$ cat config.mk
export PLATFORM = sky130hd
export DESIGN_NAME = smrc_run_control
export DESIGN_NICKNAME = d
export VERILOG_FILES = /design/src/logic/smrc_pkg.sv /design/src/logic/smrc_poll_timer.sv /design/src/logic/smrc_crc.sv /design/src/logic/smrc_run_control.sv
export VERILOG_INCLUDE_DIRS = /design/src /design/src/logic
export SDC_FILE = /design/constraint.sdc
export NUM_CORES = 1
export LEC_CHECK = 0
export BUFFER_PORTS_ARGS = -buffer_cell sky130_fd_sc_hd__buf_2
export CAP_MARGIN = 25
export CORE_UTILIZATION = 60
export DETAILED_ROUTE_END_ITERATION = 16
export MAX_ROUTING_LAYER = met4
export PLACE_DENSITY = 0.85
export SYNTH_ARGS = -nofsm -noshare
export SYNTH_HDL_FRONTEND = slang
export SYNTH_SLANG_ARGS = --single-unit
export TNS_END_PERCENT = 20
$ cat constraint.sdc
create_clock -name clk -period 20.4 [get_ports clk]
set_input_delay 2.04 -clock clk [delete_from_list [all_inputs] [get_ports clk]]
set_output_delay 2.04 -clock clk [all_outputs]
set_load 0.005 [all_outputs]
$ cat src/logic/smrc_cfg.svh
`ifndef SMRC_CFG_SVH
`define SMRC_CFG_SVH

// operating setup register layout
`define SMRC_SETUP_W        24
`define SMRC_SETUP_RESET    24'h000000
`define SMRC_UPPER_HI       23
`define SMRC_UPPER_LO       12
`define SMRC_RUN_BIT        11
`define SMRC_POLL_BIT       10
`define SMRC_CRC_BIT        9
`define SMRC_ACT_HI         8
`define SMRC_ACT_LO         5
`define SMRC_PER_HI         4
`define SMRC_PER_LO         1
`define SMRC_RESET_BIT      0
`define SMRC_CODE_W         4
`define SMRC_CODE_MAX       4'hC

// exempt comparator setup register
`define SMRC_EXEMPT_W       24
`define SMRC_EXEMPT_RESET   24'h000000

// timing: clock rate and units
`define SMRC_CLK_HZ         20000000
`define SMRC_HZ_PER_MHZ     1000000
`define SMRC_US_PER_MS      1000

// sample-on duration table in microseconds, codes 0h..Ch, and the default above Ch
`define SMRC_ACT_US_W       12
`define SMRC_ACT_US_TABLE   '{12'h040, 12'h080, 12'h0C0, 12'h100, 12'h140, 12'h180, 12'h1BC, \
                              12'h200, 12'h280, 12'h300, 12'h380, 12'h400, 12'h7FC}
`define SMRC_ACT_US_DEF     12'h200

// polling period table in milliseconds, codes 0h..Ch, and the default above Ch
`define SMRC_PER_MS_W       13
`define SMRC_PER_MS_TABLE   '{13'h0002, 13'h0004, 13'h0008, 13'h0010, 13'h0020, 13'h0030, \
                              13'h0040, 13'h0080, 13'h0100, 13'h0200, 13'h0400, 13'h0800, \
                              13'h1000}
`define SMRC_PER_MS_DEF     13'h0008

// checksum engine
`define SMRC_CRC_W          8
`define SMRC_CRC_POLY       8'h07
`define SMRC_CRC_INIT       8'hFF

`endif

$ cat src/logic/smrc_pkg.sv
package smrc_pkg;

    typedef enum logic [1:0] {
        POLL_IDLE   = 2'b00,
        POLL_ACTIVE = 2'b01,
        POLL_WAIT   = 2'b10
    } smrc_poll_e;

    typedef enum logic [0:0] {
        CRC_IDLE  = 1'b0,
        CRC_SHIFT = 1'b1
    } smrc_crc_e;

endpackage

$ cat src/logic/smrc_poll_timer.sv
`timescale 1ns/1ps
`include "smrc_cfg.svh"

module smrc_poll_timer #(
    parameter int CYC_PER_US = `SMRC_CLK_HZ / `SMRC_HZ_PER_MHZ,
    parameter int US_PER_MS  = `SMRC_US_PER_MS
) (
    input  wire logic                    clk,
    input  wire logic                    rst,
    input  wire logic                    ce,
    input  wire logic                    softReset,
    input  wire logic                    run,
    input  wire logic                    pollMode,
    input  wire logic [`SMRC_CODE_W-1:0] actCode,
    input  wire logic [`SMRC_CODE_W-1:0] perCode,
    output logic                         wettingOn,
    output logic                         sampleStrobe,
    output smrc_pkg::smrc_poll_e         pollState
);
    localparam logic [`SMRC_ACT_US_W-1:0] ACT_TABLE [13] = `SMRC_ACT_US_TABLE;
    localparam logic [`SMRC_PER_MS_W-1:0] PER_TABLE [13] = `SMRC_PER_MS_TABLE;
    localparam int DIV_W = $clog2(CYC_PER_US + 1);
    localparam logic [DIV_W-1:0] DIV_END = DIV_W'(CYC_PER_US - 1);

    function automatic logic [`SMRC_ACT_US_W-1:0] actUs(input logic [`SMRC_CODE_W-1:0] c);
        if (c > `SMRC_CODE_MAX) begin
            actUs = `SMRC_ACT_US_DEF;
        end else begin
            actUs = ACT_TABLE[c];
        end
    endfunction

    function automatic logic [`SMRC_PER_MS_W-1:0] perMs(input logic [`SMRC_CODE_W-1:0] c);
        if (c > `SMRC_CODE_MAX) begin
            perMs = `SMRC_PER_MS_DEF;
        end else begin
            perMs = PER_TABLE[c];
        end
    endfunction

    logic [DIV_W-1:0]       usDiv;
    logic [DIV_W-1:0]       next_usDiv;
    logic [31:0]            cycUs;
    logic [31:0]            next_cycUs;
    smrc_pkg::smrc_poll_e   next_pollState;
    logic                   next_sampleStrobe;
    logic                   usTick;
    logic [31:0]            actEnd;
    logic [31:0]            perEnd;

    always_comb begin
        usTick = (usDiv == DIV_END);
        actEnd = 32'(actUs(actCode)) - 32'h1;
        perEnd = 32'(perMs(perCode)) * 32'(US_PER_MS) - 32'h1;
        next_usDiv = usTick ? '0 : usDiv + DIV_W'(1);
        next_cycUs = cycUs;
        next_pollState = pollState;
        next_sampleStrobe = 1'b0;
        case (pollState)
            smrc_pkg::POLL_IDLE: begin
                next_usDiv = '0;
                next_cycUs = '0;
                if (run) begin
                    next_pollState = smrc_pkg::POLL_ACTIVE;
                end
            end
            smrc_pkg::POLL_ACTIVE: begin
                if (usTick) begin
                    next_cycUs = cycUs + 32'h1;
                    if (cycUs == actEnd || cycUs == perEnd) begin
                        next_sampleStrobe = 1'b1;
                        next_pollState = smrc_pkg::POLL_WAIT;
                    end
                    if (cycUs == perEnd) begin
                        next_cycUs = '0;
                        next_pollState = smrc_pkg::POLL_ACTIVE;
                    end
                end
            end
            smrc_pkg::POLL_WAIT: begin
                if (usTick) begin
                    next_cycUs = cycUs + 32'h1;
                    if (cycUs >= perEnd) begin
                        next_cycUs = '0;
                        next_pollState = smrc_pkg::POLL_ACTIVE;
                    end
                end
            end
            default: next_pollState = smrc_pkg::POLL_IDLE;
        endcase
        if (!run || softReset) begin
            next_pollState = smrc_pkg::POLL_IDLE;
            next_sampleStrobe = 1'b0;
        end
    end

    always_ff @(posedge clk or posedge rst) begin
        if (rst) begin
            usDiv <= '0;
            cycUs <= '0;
            pollState <= smrc_pkg::POLL_IDLE;
            sampleStrobe <= 1'b0;
        end else if (ce) begin
            usDiv <= next_usDiv;
            cycUs <= next_cycUs;
            pollState <= next_pollState;
            sampleStrobe <= next_sampleStrobe;
        end
    end

    // continuous mode keeps the current on between samples
    assign wettingOn = (pollState == smrc_pkg::POLL_ACTIVE) ||
                       (pollState == smrc_pkg::POLL_WAIT && !pollMode);
endmodule

$ cat src/logic/smrc_crc.sv
`timescale 1ns/1ps
`include "smrc_cfg.svh"

module smrc_crc #(
    parameter int DATA_W = `SMRC_SETUP_W + `SMRC_EXEMPT_W
) (
    input  wire logic                   clk,
    input  wire logic                   rst,
    input  wire logic                   ce,
    input  wire logic                   abort,
    input  wire logic                   start,
    input  wire logic [DATA_W-1:0]      data,
    output logic                        busy,
    output logic                        done,
    output logic [`SMRC_CRC_W-1:0]      result
);
    localparam int CNT_W = $clog2(DATA_W + 1);

    smrc_pkg::smrc_crc_e        state;
    smrc_pkg::smrc_crc_e        next_state;
    logic [DATA_W-1:0]          shreg;
    logic [DATA_W-1:0]          next_shreg;
    logic [CNT_W-1:0]           cnt;
    logic [CNT_W-1:0]           next_cnt;
    logic [`SMRC_CRC_W-1:0]     crc;
    logic [`SMRC_CRC_W-1:0]     next_crc;
    logic [`SMRC_CRC_W-1:0]     next_result;
    logic                       next_done;
    logic                       fb;

    always_comb begin
        next_state = state;
        next_shreg = shreg;
        next_cnt = cnt;
        next_crc = crc;
        next_result = result;
        next_done = 1'b0;
        fb = crc[`SMRC_CRC_W-1] ^ shreg[DATA_W-1];
        case (state)
            smrc_pkg::CRC_IDLE: begin
                if (start) begin
                    next_shreg = data;
                    next_cnt = '0;
                    next_crc = `SMRC_CRC_INIT;
                    next_state = smrc_pkg::CRC_SHIFT;
                end
            end
            smrc_pkg::CRC_SHIFT: begin
                next_crc = {crc[`SMRC_CRC_W-2:0], 1'b0} ^ (fb ? `SMRC_CRC_POLY : '0);
                next_shreg = {shreg[DATA_W-2:0], 1'b0};
                next_cnt = cnt + CNT_W'(1);
                if (cnt == CNT_W'(DATA_W - 1)) begin
                    next_result = next_crc;
                    next_done = 1'b1;
                    next_state = smrc_pkg::CRC_IDLE;
                end
            end
            default: next_state = smrc_pkg::CRC_IDLE;
        endcase
        if (abort) begin
            next_state = smrc_pkg::CRC_IDLE;
            next_done = 1'b0;
            next_result = '0;
        end
    end

    always_ff @(posedge clk or posedge rst) begin
        if (rst) begin
            state <= smrc_pkg::CRC_IDLE;
            shreg <= '0;
            cnt <= '0;
            crc <= '0;
            result <= '0;
            done <= 1'b0;
        end else if (ce) begin
            state <= next_state;
            shreg <= next_shreg;
            cnt <= next_cnt;
            crc <= next_crc;
            result <= next_result;
            done <= next_done;
        end
    end

    assign busy = (state == smrc_pkg::CRC_SHIFT);
endmodule

$ cat src/logic/smrc_run_control.sv
// Notes on behaviour
// - run bit set starts wetting and polling
// - run bit cleared halts, stays idle
// - run, checksum start, comparator setup writable running
// - mode bit: zero continuous, one polling
// - checksum start computes CRC over configuration
// - checksum finish sets flag, interrupt low
// - checksum start bit self-clears after computation
// - sample-on duration code selects active time
// - period code selects polling period
// - writing one to bit zero resets
`timescale 1ns/1ps
`include "smrc_cfg.svh"

module smrc_run_control #(
    parameter int CYC_PER_US = `SMRC_CLK_HZ / `SMRC_HZ_PER_MHZ,
    parameter int US_PER_MS  = `SMRC_US_PER_MS
) (
    input  wire logic                      clk,
    input  wire logic                      rst,
    input  wire logic                      ce,
    input  wire logic                      setupWrite,
    input  wire logic [`SMRC_SETUP_W-1:0]  setupWdata,
    output logic      [`SMRC_SETUP_W-1:0]  setupRdata,
    input  wire logic                      exemptWrite,
    input  wire logic [`SMRC_EXEMPT_W-1:0] exemptWdata,
    output logic      [`SMRC_EXEMPT_W-1:0] exemptComparatorSetup,
    input  wire logic                      flagClear,
    output logic                           checksumDoneFlag,
    output logic                           intN,
    output logic      [`SMRC_CRC_W-1:0]    checksumResult,
    output logic                           checksumBusy,
    output logic                           running,
    output logic                           pollMode,
    output logic [`SMRC_CODE_W-1:0]        sampleOnDuration,
    output logic [`SMRC_CODE_W-1:0]        pollPeriodCode,
    output logic [`SMRC_UPPER_HI-`SMRC_UPPER_LO:0] upperSetup,
    output logic                           wettingOn,
    output logic                           sampleStrobe,
    output logic                           softResetPulse,
    output logic                           reconfigWhileRunning
);
    logic [`SMRC_SETUP_W-1:0]  setup;
    logic [`SMRC_SETUP_W-1:0]  next_setup;
    logic [`SMRC_EXEMPT_W-1:0] next_exempt;
    logic                      next_flag;
    logic                      next_softResetPulse;
    logic                      next_reconfig;
    logic                      crcStartPending;
    logic                      crcLaunch;
    logic                      crcDone;
    logic                      resetReq;
    logic                      launched;
    logic                      next_launched;
    logic [`SMRC_SETUP_W-1:0]  protectedMask;
    smrc_pkg::smrc_poll_e      pollState;

    // bits whose change while running is noted; run, checksum start and reset bits are exempt
    always_comb begin
        protectedMask = '1;
        protectedMask[`SMRC_RUN_BIT] = 1'b0;
        protectedMask[`SMRC_CRC_BIT] = 1'b0;
        protectedMask[`SMRC_RESET_BIT] = 1'b0;
    end

    assign resetReq = setupWrite && setupWdata[`SMRC_RESET_BIT];

    // operating setup register
    always_comb begin
        next_setup = setup;
        next_reconfig = reconfigWhileRunning;
        // a change noted in the clear cycle wins over the clear
        if (flagClear) begin
            next_reconfig = 1'b0;
        end
        if (crcDone) begin
            next_setup[`SMRC_CRC_BIT] = 1'b0;
        end
        if (setupWrite) begin
            next_setup = setupWdata;
            next_setup[`SMRC_RESET_BIT] = 1'b0;
            // a pending start is not cleared by a write, other than a soft reset write, before its completion edge
            if (setup[`SMRC_CRC_BIT] && !crcDone) begin
                next_setup[`SMRC_CRC_BIT] = 1'b1;
            end
            if (setup[`SMRC_RUN_BIT] &&
                ((setupWdata ^ setup) & protectedMask) != '0) begin
                next_reconfig = 1'b1;
            end
        end
        if (resetReq) begin
            next_setup = `SMRC_SETUP_RESET;
            next_reconfig = 1'b0;
        end
    end

    // exempt comparator setup register
    always_comb begin
        next_exempt = exemptComparatorSetup;
        if (exemptWrite) begin
            next_exempt = exemptWdata;
        end
        if (resetReq) begin
            next_exempt = `SMRC_EXEMPT_RESET;
        end
    end

    // checksum launch and done flag
    assign crcStartPending = setup[`SMRC_CRC_BIT];
    assign crcLaunch = crcStartPending && !launched && !checksumBusy;

    always_comb begin
        next_launched = launched;
        if (crcLaunch) begin
            next_launched = 1'b1;
        end
        if (crcDone || !crcStartPending) begin
            next_launched = 1'b0;
        end
        next_flag = checksumDoneFlag;
        if (flagClear) begin
            next_flag = 1'b0;
        end
        if (crcDone) begin
            next_flag = 1'b1;
        end
        next_softResetPulse = resetReq;
        if (resetReq) begin
            next_flag = 1'b0;
            next_launched = 1'b0;
        end
    end

    always_ff @(posedge clk or posedge rst) begin
        if (rst) begin
            setup <= `SMRC_SETUP_RESET;
            exemptComparatorSetup <= `SMRC_EXEMPT_RESET;
            checksumDoneFlag <= 1'b0;
            softResetPulse <= 1'b0;
            reconfigWhileRunning <= 1'b0;
            launched <= 1'b0;
        end else if (ce) begin
            setup <= next_setup;
            exemptComparatorSetup <= next_exempt;
            checksumDoneFlag <= next_flag;
            softResetPulse <= next_softResetPulse;
            reconfigWhileRunning <= next_reconfig;
            launched <= next_launched;
        end
    end

    smrc_crc #(
        .DATA_W (`SMRC_SETUP_W + `SMRC_EXEMPT_W)
    ) u_crc (
        .clk    (clk),
        .rst    (rst),
        .ce     (ce),
        .abort  (resetReq),
        .start  (crcLaunch),
        .data   ({exemptComparatorSetup, setup & protectedMask | (setup & ~protectedMask &
                  {{(`SMRC_SETUP_W-`SMRC_RUN_BIT-1){1'b0}}, 1'b1, {`SMRC_RUN_BIT{1'b0}}})}),
        .busy   (checksumBusy),
        .done   (crcDone),
        .result (checksumResult)
    );

    smrc_poll_timer #(
        .CYC_PER_US (CYC_PER_US),
        .US_PER_MS  (US_PER_MS)
    ) u_timer (
        .clk          (clk),
        .rst          (rst),
        .ce           (ce),
        .softReset    (resetReq),
        .run          (setup[`SMRC_RUN_BIT]),
        .pollMode     (setup[`SMRC_POLL_BIT]),
        .actCode      (setup[`SMRC_ACT_HI:`SMRC_ACT_LO]),
        .perCode      (setup[`SMRC_PER_HI:`SMRC_PER_LO]),
        .wettingOn    (wettingOn),
        .sampleStrobe (sampleStrobe),
        .pollState    (pollState)
    );

    assign setupRdata = setup;
    assign running = (pollState != smrc_pkg::POLL_IDLE);
    assign pollMode = setup[`SMRC_POLL_BIT];
    assign sampleOnDuration = setup[`SMRC_ACT_HI:`SMRC_ACT_LO];
    assign pollPeriodCode = setup[`SMRC_PER_HI:`SMRC_PER_LO];
    assign upperSetup = setup[`SMRC_UPPER_HI:`SMRC_UPPER_LO];
    assign intN = ~checksumDoneFlag;
endmodule

* Yosys cells after proc, flatten, opt, wreduce, memory -nomap -nowiden *
Memories as Yosys holds them, arrays and structs flattened.
Index checks and enable logic that the tools add are counted.
W data, S select, Z words.

storage, ports and cells
  memories kept = 2
  memory bits (read-only) = 400
  logic and storage cells = 146
  flip-flop bits (word level) = 164
  output and inout port bits = 85

memories
  memory           depth  width  rd ports  clocked after Yosys merged registers in  write ports  line                   source
  (no name shown)  16     13     1         0                                        0            smrc_poll_timer.sv:37  perMs = PER_TABLE[c];
  (no name shown)  16     12     1         0                                        0            smrc_poll_timer.sv:29  actUs = ACT_TABLE[c];

cells by class
  order comparisons = 5
  bitwise operators = 8
  add/subtract/negate cells = 5
  muxes and demuxes = 58
  equality and inequality tests = 14
  reductions and logical operators = 36
  multipliers = 1

operators by type and width
  kind                     number
  $mux W32                 4
  $mux W24                 4
  $pmux W32 S3             1
  $pmux W48 S2             1
  $eq A32 B32 Y1           2
  $mux W48                 1
  $mux W13                 3
  $mux W12                 3
  $add A32 B1 Y32 const B  1
  $ge A32 B32 Y1           1
  $mux W8                  4
  $or A24 B12 Y24          1
  $reduce_bool A24 Y1      1
  $sub A23 B1 Y24 const B  1
  $xor A24 B24 Y24         1
  $mux W1                  22
  $mul A13 B7 Y20 const B  1
  $pmux W8 S2              1
  $mux W2                  7
  $sub A12 B1 Y13 const B  1
  $pmux W6 S2              1
  $reduce_and A2 Y1        6
  $reduce_bool A3 Y1       4
  $ge A5 B5 Y1 const B     2
  other kinds (29)         53

* Longest topological paths before layout *
  word-level depth = 14
  mapped depth = 33

* By module *
A second synthesis with hierarchy kept.

unflattened totals
  cells, all modules = 1310
  area total of the unflattened synthesis = 11777.5 um^2

by module, submodules not included
  module            seq. area each (um^2)  area each (um^2)  cells each  times used
  smrc_poll_timer   1001.0                 5925.7            725         1
  smrc_crc          1801.7                 3419.5            358         1
  smrc_run_control  1276.2                 2432.3            227         1

* Worst setup path after synthesis *
Ideal clock, no wire load.

  kind = register to register
  start point = reg setup[3], in the netlist setupRdata[3]
  end point = reg u_timer.cycUs[29]
  data required time = 20275 ps
  setup slack = 12717 ps
  arrival = 7558 ps
  clock period less this slack = 7683 ps
  stages on the path, launching flop included = 29
  cells stage by stage = dfrtp_1 clkbuf_1 or3_1 a21oi_1 inv_1 fa_1 fa_1 fa_1 fa_1 inv_1 ha_1 nor2_1 o21ai_0 nand2_1 o31ai_1 xnor2_1 nand3_1 nor4_1 nand2_1 ha_1 nand4_1 or3_1 nor2_1 a21boi_1 nor4_2 o21ai_2 buf_2 o21ai_1 mux2_2

on the way
  longest elaborated chain between the ends = 11
  elaborated cells on any way between the ends = 15

ends and longest elaborated chain
  element                                                  line                                          source
  start: declaration                                       smrc_run_control.sv:43                        logic [`SMRC_SETUP_W-1:0] setup;
  start signal: assignment                                 smrc_run_control.sv:136                       setup <= `SMRC_SETUP_RESET;
  start signal: assignment                                 smrc_run_control.sv:143                       setup <= next_setup;
  $not A4 Y5 (implied by the code)                         smrc_poll_timer.sv:37
  $mem_v2 Z16 W13                                          -
  $mux W13 (implied by the code) (2 in a row)              smrc_poll_timer.sv:37
  $mux W13 *                                               smrc_poll_timer.sv:34                         if (c > `SMRC_CODE_MAX) begin
  $mul A13 B7 Y20 *                                        smrc_poll_timer.sv:54                         perEnd = 32'(perMs(perCode)) * 32'(US_PER_MS) - 32'h1;
  $sub A23 B1 Y24 *                                        smrc_poll_timer.sv:54
  $ge A32 B32 Y1 / $eq A32 B32 Y1 (equally long branches)  smrc_poll_timer.sv:83, smrc_poll_timer.sv:74
  $mux W32, on equally long branches                       smrc_poll_timer.sv:83, smrc_poll_timer.sv:74
  $mux W32, on equally long branches                       smrc_poll_timer.sv:81, smrc_poll_timer.sv:68
  $pmux W32 S3 *                                           smrc_poll_timer.sv:59                         case (pollState)
  end signal: assignment                                   smrc_poll_timer.sv:105                        cycUs <= next_cycUs;
  end: declaration                                         smrc_poll_timer.sv:43                         logic [31:0] cycUs;

Mark *: on every way between the ends. The rest lies on a longest branch, timed or not. The select of a mux whose other input is x is not followed.
A chain may end at the register's enable or synchronous reset.

* Worst setup path after layout *
  start point = reg setup[1], in the netlist setupRdata[1]
  end point = reg u_timer.cycUs[23]

The elaborated chain is that of the path after synthesis.

==> parameters.txt <==
Parameter                              Value

Synthesis
  Synth Area per Inst ... 9.050 sq um
  Synth Instances ... 1,264
  Number of synthesized flops with an enable pin ... 0
  Post-synthesis cell type with the largest combined area ... sky130_fd_sc_hd__dfrtp_1
  Most area-consuming cells after synthesis ... sky130_fd_sc_hd__dfrtp_1 (35%), sky130_fd_sc_hd__ha_1 (9.5%), sky130_fd_sc_hd__fa_1 (6.3%)
  Synth Flop Type ... sky130_fd_sc_hd__dfrtp_1
  Yosys warning count ... 0
  Area share of the largest cell type after synthesis ... 35.44%
  Number of distinct library cell variants in the gate-level netlist after synthesis ... 70
  Synthesized flop and latch total ... 162
  Post-synth ARST share ... 100.0%
  Post-synth design cell area ... 11,440 sq um
  Number of nets produced by synthesis ... 1,441
  Sequential area share after synthesis ... 35.44%

Drt
  Routed vias/inst ... 6.016
  Antenna viol nets, final ... 0
  Wire length per cell after detailed routing ... 16.92 um
  Number of DRC markers after the initial detailed-route iteration ... 691
  Total number of vias ... 9,608
  DRC violations left ... 0
  Number of detailed-routing iterations run before antenna repair ... 5
  Routed Wire Length ... 27,030 um

Placed design
  Worst setup timing slack at the placement stage ... 11.88 ns
  Placer's final routability congestion estimate ... 0.9303
  Total of buffers placed on input and output ports ... 137
  HPWL after DPL ... 19,360 um

Die
  Initial Utilization ... 61.16%
  Std-Cell Core Area ... 18,710 sq um
  Width of the die ... 140.1 um
  Top-level port count ... 139
  Die Footprint ... 19,620 sq um
  Chip Height ... 140.1 um
  Core Rows ... 50

Min path
  Class of the most critical hold timing path ... reg2reg

Clock network
  Number of buffers inserted for hold repair after clock tree synthesis ... 0
  Largest buffer count on any clock path ... 2
  Postcts setup bufs ... 0
  Later-pin clock latency in the skew report ... 0.44 ns
  Post-cts repair resize count ... 0
  Max H-tree Level ... 4
  TritonCTS clock tree ... built
  Number of buffers inserted during clock tree synthesis ... 17
  Sink Count ... 162
  Cell at the root of the clock tree ... sky130_fd_sc_hd__clkbuf_16
  Clock Pin Slew Worst Setup and Hold Paths ... 0.07 ns

GRT
  Vias in the first global route ... 9,212
  First-pass GRT wire length ... 44,780 um
  Number of antenna violations at the first check in global routing ... 0
  Largest net degree at the start of global routing ... 70
  Overall track demand over capacity in global routing ... 29.35%
  Remaining Overflow, GRT ... 0

Final layout
  Number of nets in the layout ... 1,527
  Fraction of layout cells with a size suffix above 1 ... 14.45%
  Storage element area ... 4055 sq um
  Total area of multi-input combinational cells ... 6666 sq um
  Number of diodes added for antenna fixing ... 0
  Post-synthesis to final-layout area growth ... 11.20%
  Total of fill cells in the finished design ... 1,366

Worst setup path
  Worst path bufs/invs ... 2
  Kind of end point of the critical path ... flop
  Worst endpoint data arrival time ... 8.89 ns
  Max FO, Critical Path ... 15
  Startpoint of the most critical register-to-register path ... setupRdata[1]
  Slowest cell delay on critical path ... 0.56 ns
  Cell with the most instances on the worst path ... sky130_fd_sc_hd__fa_1
  Total number of cells along the worst setup path ... 26
  Worst Reg-to-Reg Cells ... 26
  Setup crit start kind ... flop
  Crit path to ... u_timer.cycUs[23]
  R2R Path End ... u_timer.cycUs[23]
  Family with the most delay on the worst path ... adder cells
  Worst setup path category ... reg2reg
  Reg-to-reg setup timing slack ... 11.83 ns
  Crit path max-delay cell type ... sky130_fd_sc_hd__fa_1
  Req. time, crit path ... 20.72 ns
  Crit path launch ... setupRdata[1]

STA
  Number of hold violations in the final report ... 0
  Final Slew Violations ... 0
  Fin Setup TNS ... 0 ns
  Setup-failing EPs final ... 0
  Highest clock frequency the design can meet ... 116.6 MHz
  Relative max-transition margin ... 39.82%
  Slack of the critical path ... 11.83 ns
  Setup repair after global routing missed its margin ... no
  Worst-Margin Slew ... 0.9026 ns
  Final critical delay including setup and external delays ... 8.574 ns
  Clock skew ... 0.01675 ns
  Crit share post-route ... 42.03%

Power and ir drop
  Pwr Density ... 91.63 nW/um^2
  Leakage power summed over all cells ... 0.006369 uW
  Peak VDD IR ... 0.00006904 V

Run status
  Result of the run ... completed

Run
  Max-cap violations ... 0
==> registers in the layout, summed over array words and instances, names as in the netlist <==
| name | flops |
|---|---|
| u_crc.shreg | 47 |
| u_timer.sampleStrobe | 1 |
| launched | 1 |
| u_crc.result | 8 |
| setupRdata | 23 |
| u_crc.crc | 8 |
| u_timer.cycUs | 32 |
| u_crc.cnt | 6 |
| u_timer.usDiv | 5 |
| reconfigWhileRunning | 1 |
| u_timer.pollState | 2 |
| u_crc.busy | 1 |
| softResetPulse | 1 |
| exemptComparatorSetup | 24 |
| checksumDoneFlag | 1 |
| u_crc.done | 1 |
==> metrics by stage <==
step                area, sq um  power (uW)  hold slack (ns)  util [%]  cells
floorplan                 11440       739.8           0.4496         -   1264
global placement          12110       816.0           0.4560     64.74   1565
detailed placement        12110       837.2           0.4652     64.74   1565
CTS                       12720        1169           0.4806     68.01   1597
global route              12720        1241           0.5062     68.01   1597
finish                    12720        1166           0.4781     68.01   1597
==> worst min-delay path by stage <==
| stage | cells past startpoint | to | slack (ns) | start |
|---|---|---|---|---|
| floorplan | 2 | u_crc.shreg[10] | 0.45 | u_crc.shreg[10] |
| global placement | 2 | reconfigWhileRunning | 0.46 | reconfigWhileRunning |
| detailed placement | 2 | u_crc.result[2] | 0.47 | u_crc.result[2] |
| CTS | 2 | u_crc.result[2] | 0.48 | u_crc.result[2] |
| global route | 2 | u_crc.result[2] | 0.51 | u_crc.result[2] |
| finish | 2 | u_crc.shreg[46] | 0.48 | u_crc.shreg[46] |
==> synth_stat cells, types with 27 or more instances <==
library cell	n
sky130_fd_sc_hd__a21oi_1	36
sky130_fd_sc_hd__clkbuf_1	45
sky130_fd_sc_hd__dfrtp_1	162
sky130_fd_sc_hd__fa_1	36
sky130_fd_sc_hd__ha_1	87
sky130_fd_sc_hd__inv_1	91
sky130_fd_sc_hd__mux2i_1	51
sky130_fd_sc_hd__nand2_1	172
sky130_fd_sc_hd__nand2b_1	34
sky130_fd_sc_hd__nand3_1	35
sky130_fd_sc_hd__nor2_1	51
sky130_fd_sc_hd__o21ai_0	116
sky130_fd_sc_hd__xnor2_1	27
sky130_fd_sc_hd__xor2_1	35
==> cell type report <==
class / instances / share of cell area (%)
Clock buffer: 17 / 3.344
Tap cell: 234 / 2.302
Sequential cell: 162 / 31.88
Clock inverter: 15 / 1.456
Multi-Input combinational cell: 932 / 52.40
Inverter: 92 / 2.754
Timing Repair Buffer: 145 / 5.862
==> cells in the final DEF (no fill, tap or decap), types with 19 or more instances in the layout <==
cell type                  synthesis  routed
sky130_fd_sc_hd__xor2_1           35      35
sky130_fd_sc_hd__nand4_1          21      21
sky130_fd_sc_hd__o21ai_1          24      25
sky130_fd_sc_hd__nand2b_1         34      34
sky130_fd_sc_hd__o21ai_0         116     113
sky130_fd_sc_hd__dfrtp_1         162     161
sky130_fd_sc_hd__xnor2_1          27      27
sky130_fd_sc_hd__buf_2             8     137
sky130_fd_sc_hd__ha_1             87      87
sky130_fd_sc_hd__a21o_1           25      25
sky130_fd_sc_hd__inv_1            91      90
sky130_fd_sc_hd__nand2_1         172     172
sky130_fd_sc_hd__nand3_1          35      35
sky130_fd_sc_hd__nor4_1           19      19
sky130_fd_sc_hd__a21oi_1          36      36
sky130_fd_sc_hd__mux2i_1          51      51
sky130_fd_sc_hd__fa_1             36      36
sky130_fd_sc_hd__nor2_1           51      51
sky130_fd_sc_hd__a22o_1           22      22
==> where the power goes <==
| group | internal, uW | switching, uW |
|---|---|---|
| clock | 166 | 159 |
| sequential | 385 | 52.8 |
| combinational | 170 | 232 |
| total | 721 | 444 |
==> kinds of logic after synthesis <==
kind of cell               synth area share [%]
xor gates and xnor gates                  4.747
buffers and inverters                     6.420
adders and majority gates                 15.82
and+or+nand+nor                           17.25
AOI/OAI and AO/OA                         15.35
other                                   0.03278
DFF                                       35.44
muxes                                     4.955
==> tightest hold or removal path: cells and delay by family (launching register included) <==
family	cells	cell delay [ns]
DFF	1	0.34
AOI/OAI and AO/OA	1	0.06
and+or+nand+nor	1	0.04
==> metal layers <==
layer | up-vias | track usage (%) | share of wire (%)
li1 | 4536 | - | -
met5 | - | - | 0
met2 | 375 | 46.18 | 48
met1 | 4635 | 38.11 | 43
met4 | 0 | 9.659 | 2.2
met3 | 62 | 5.949 | 6.5
Power figures use the tool's default switching activity.
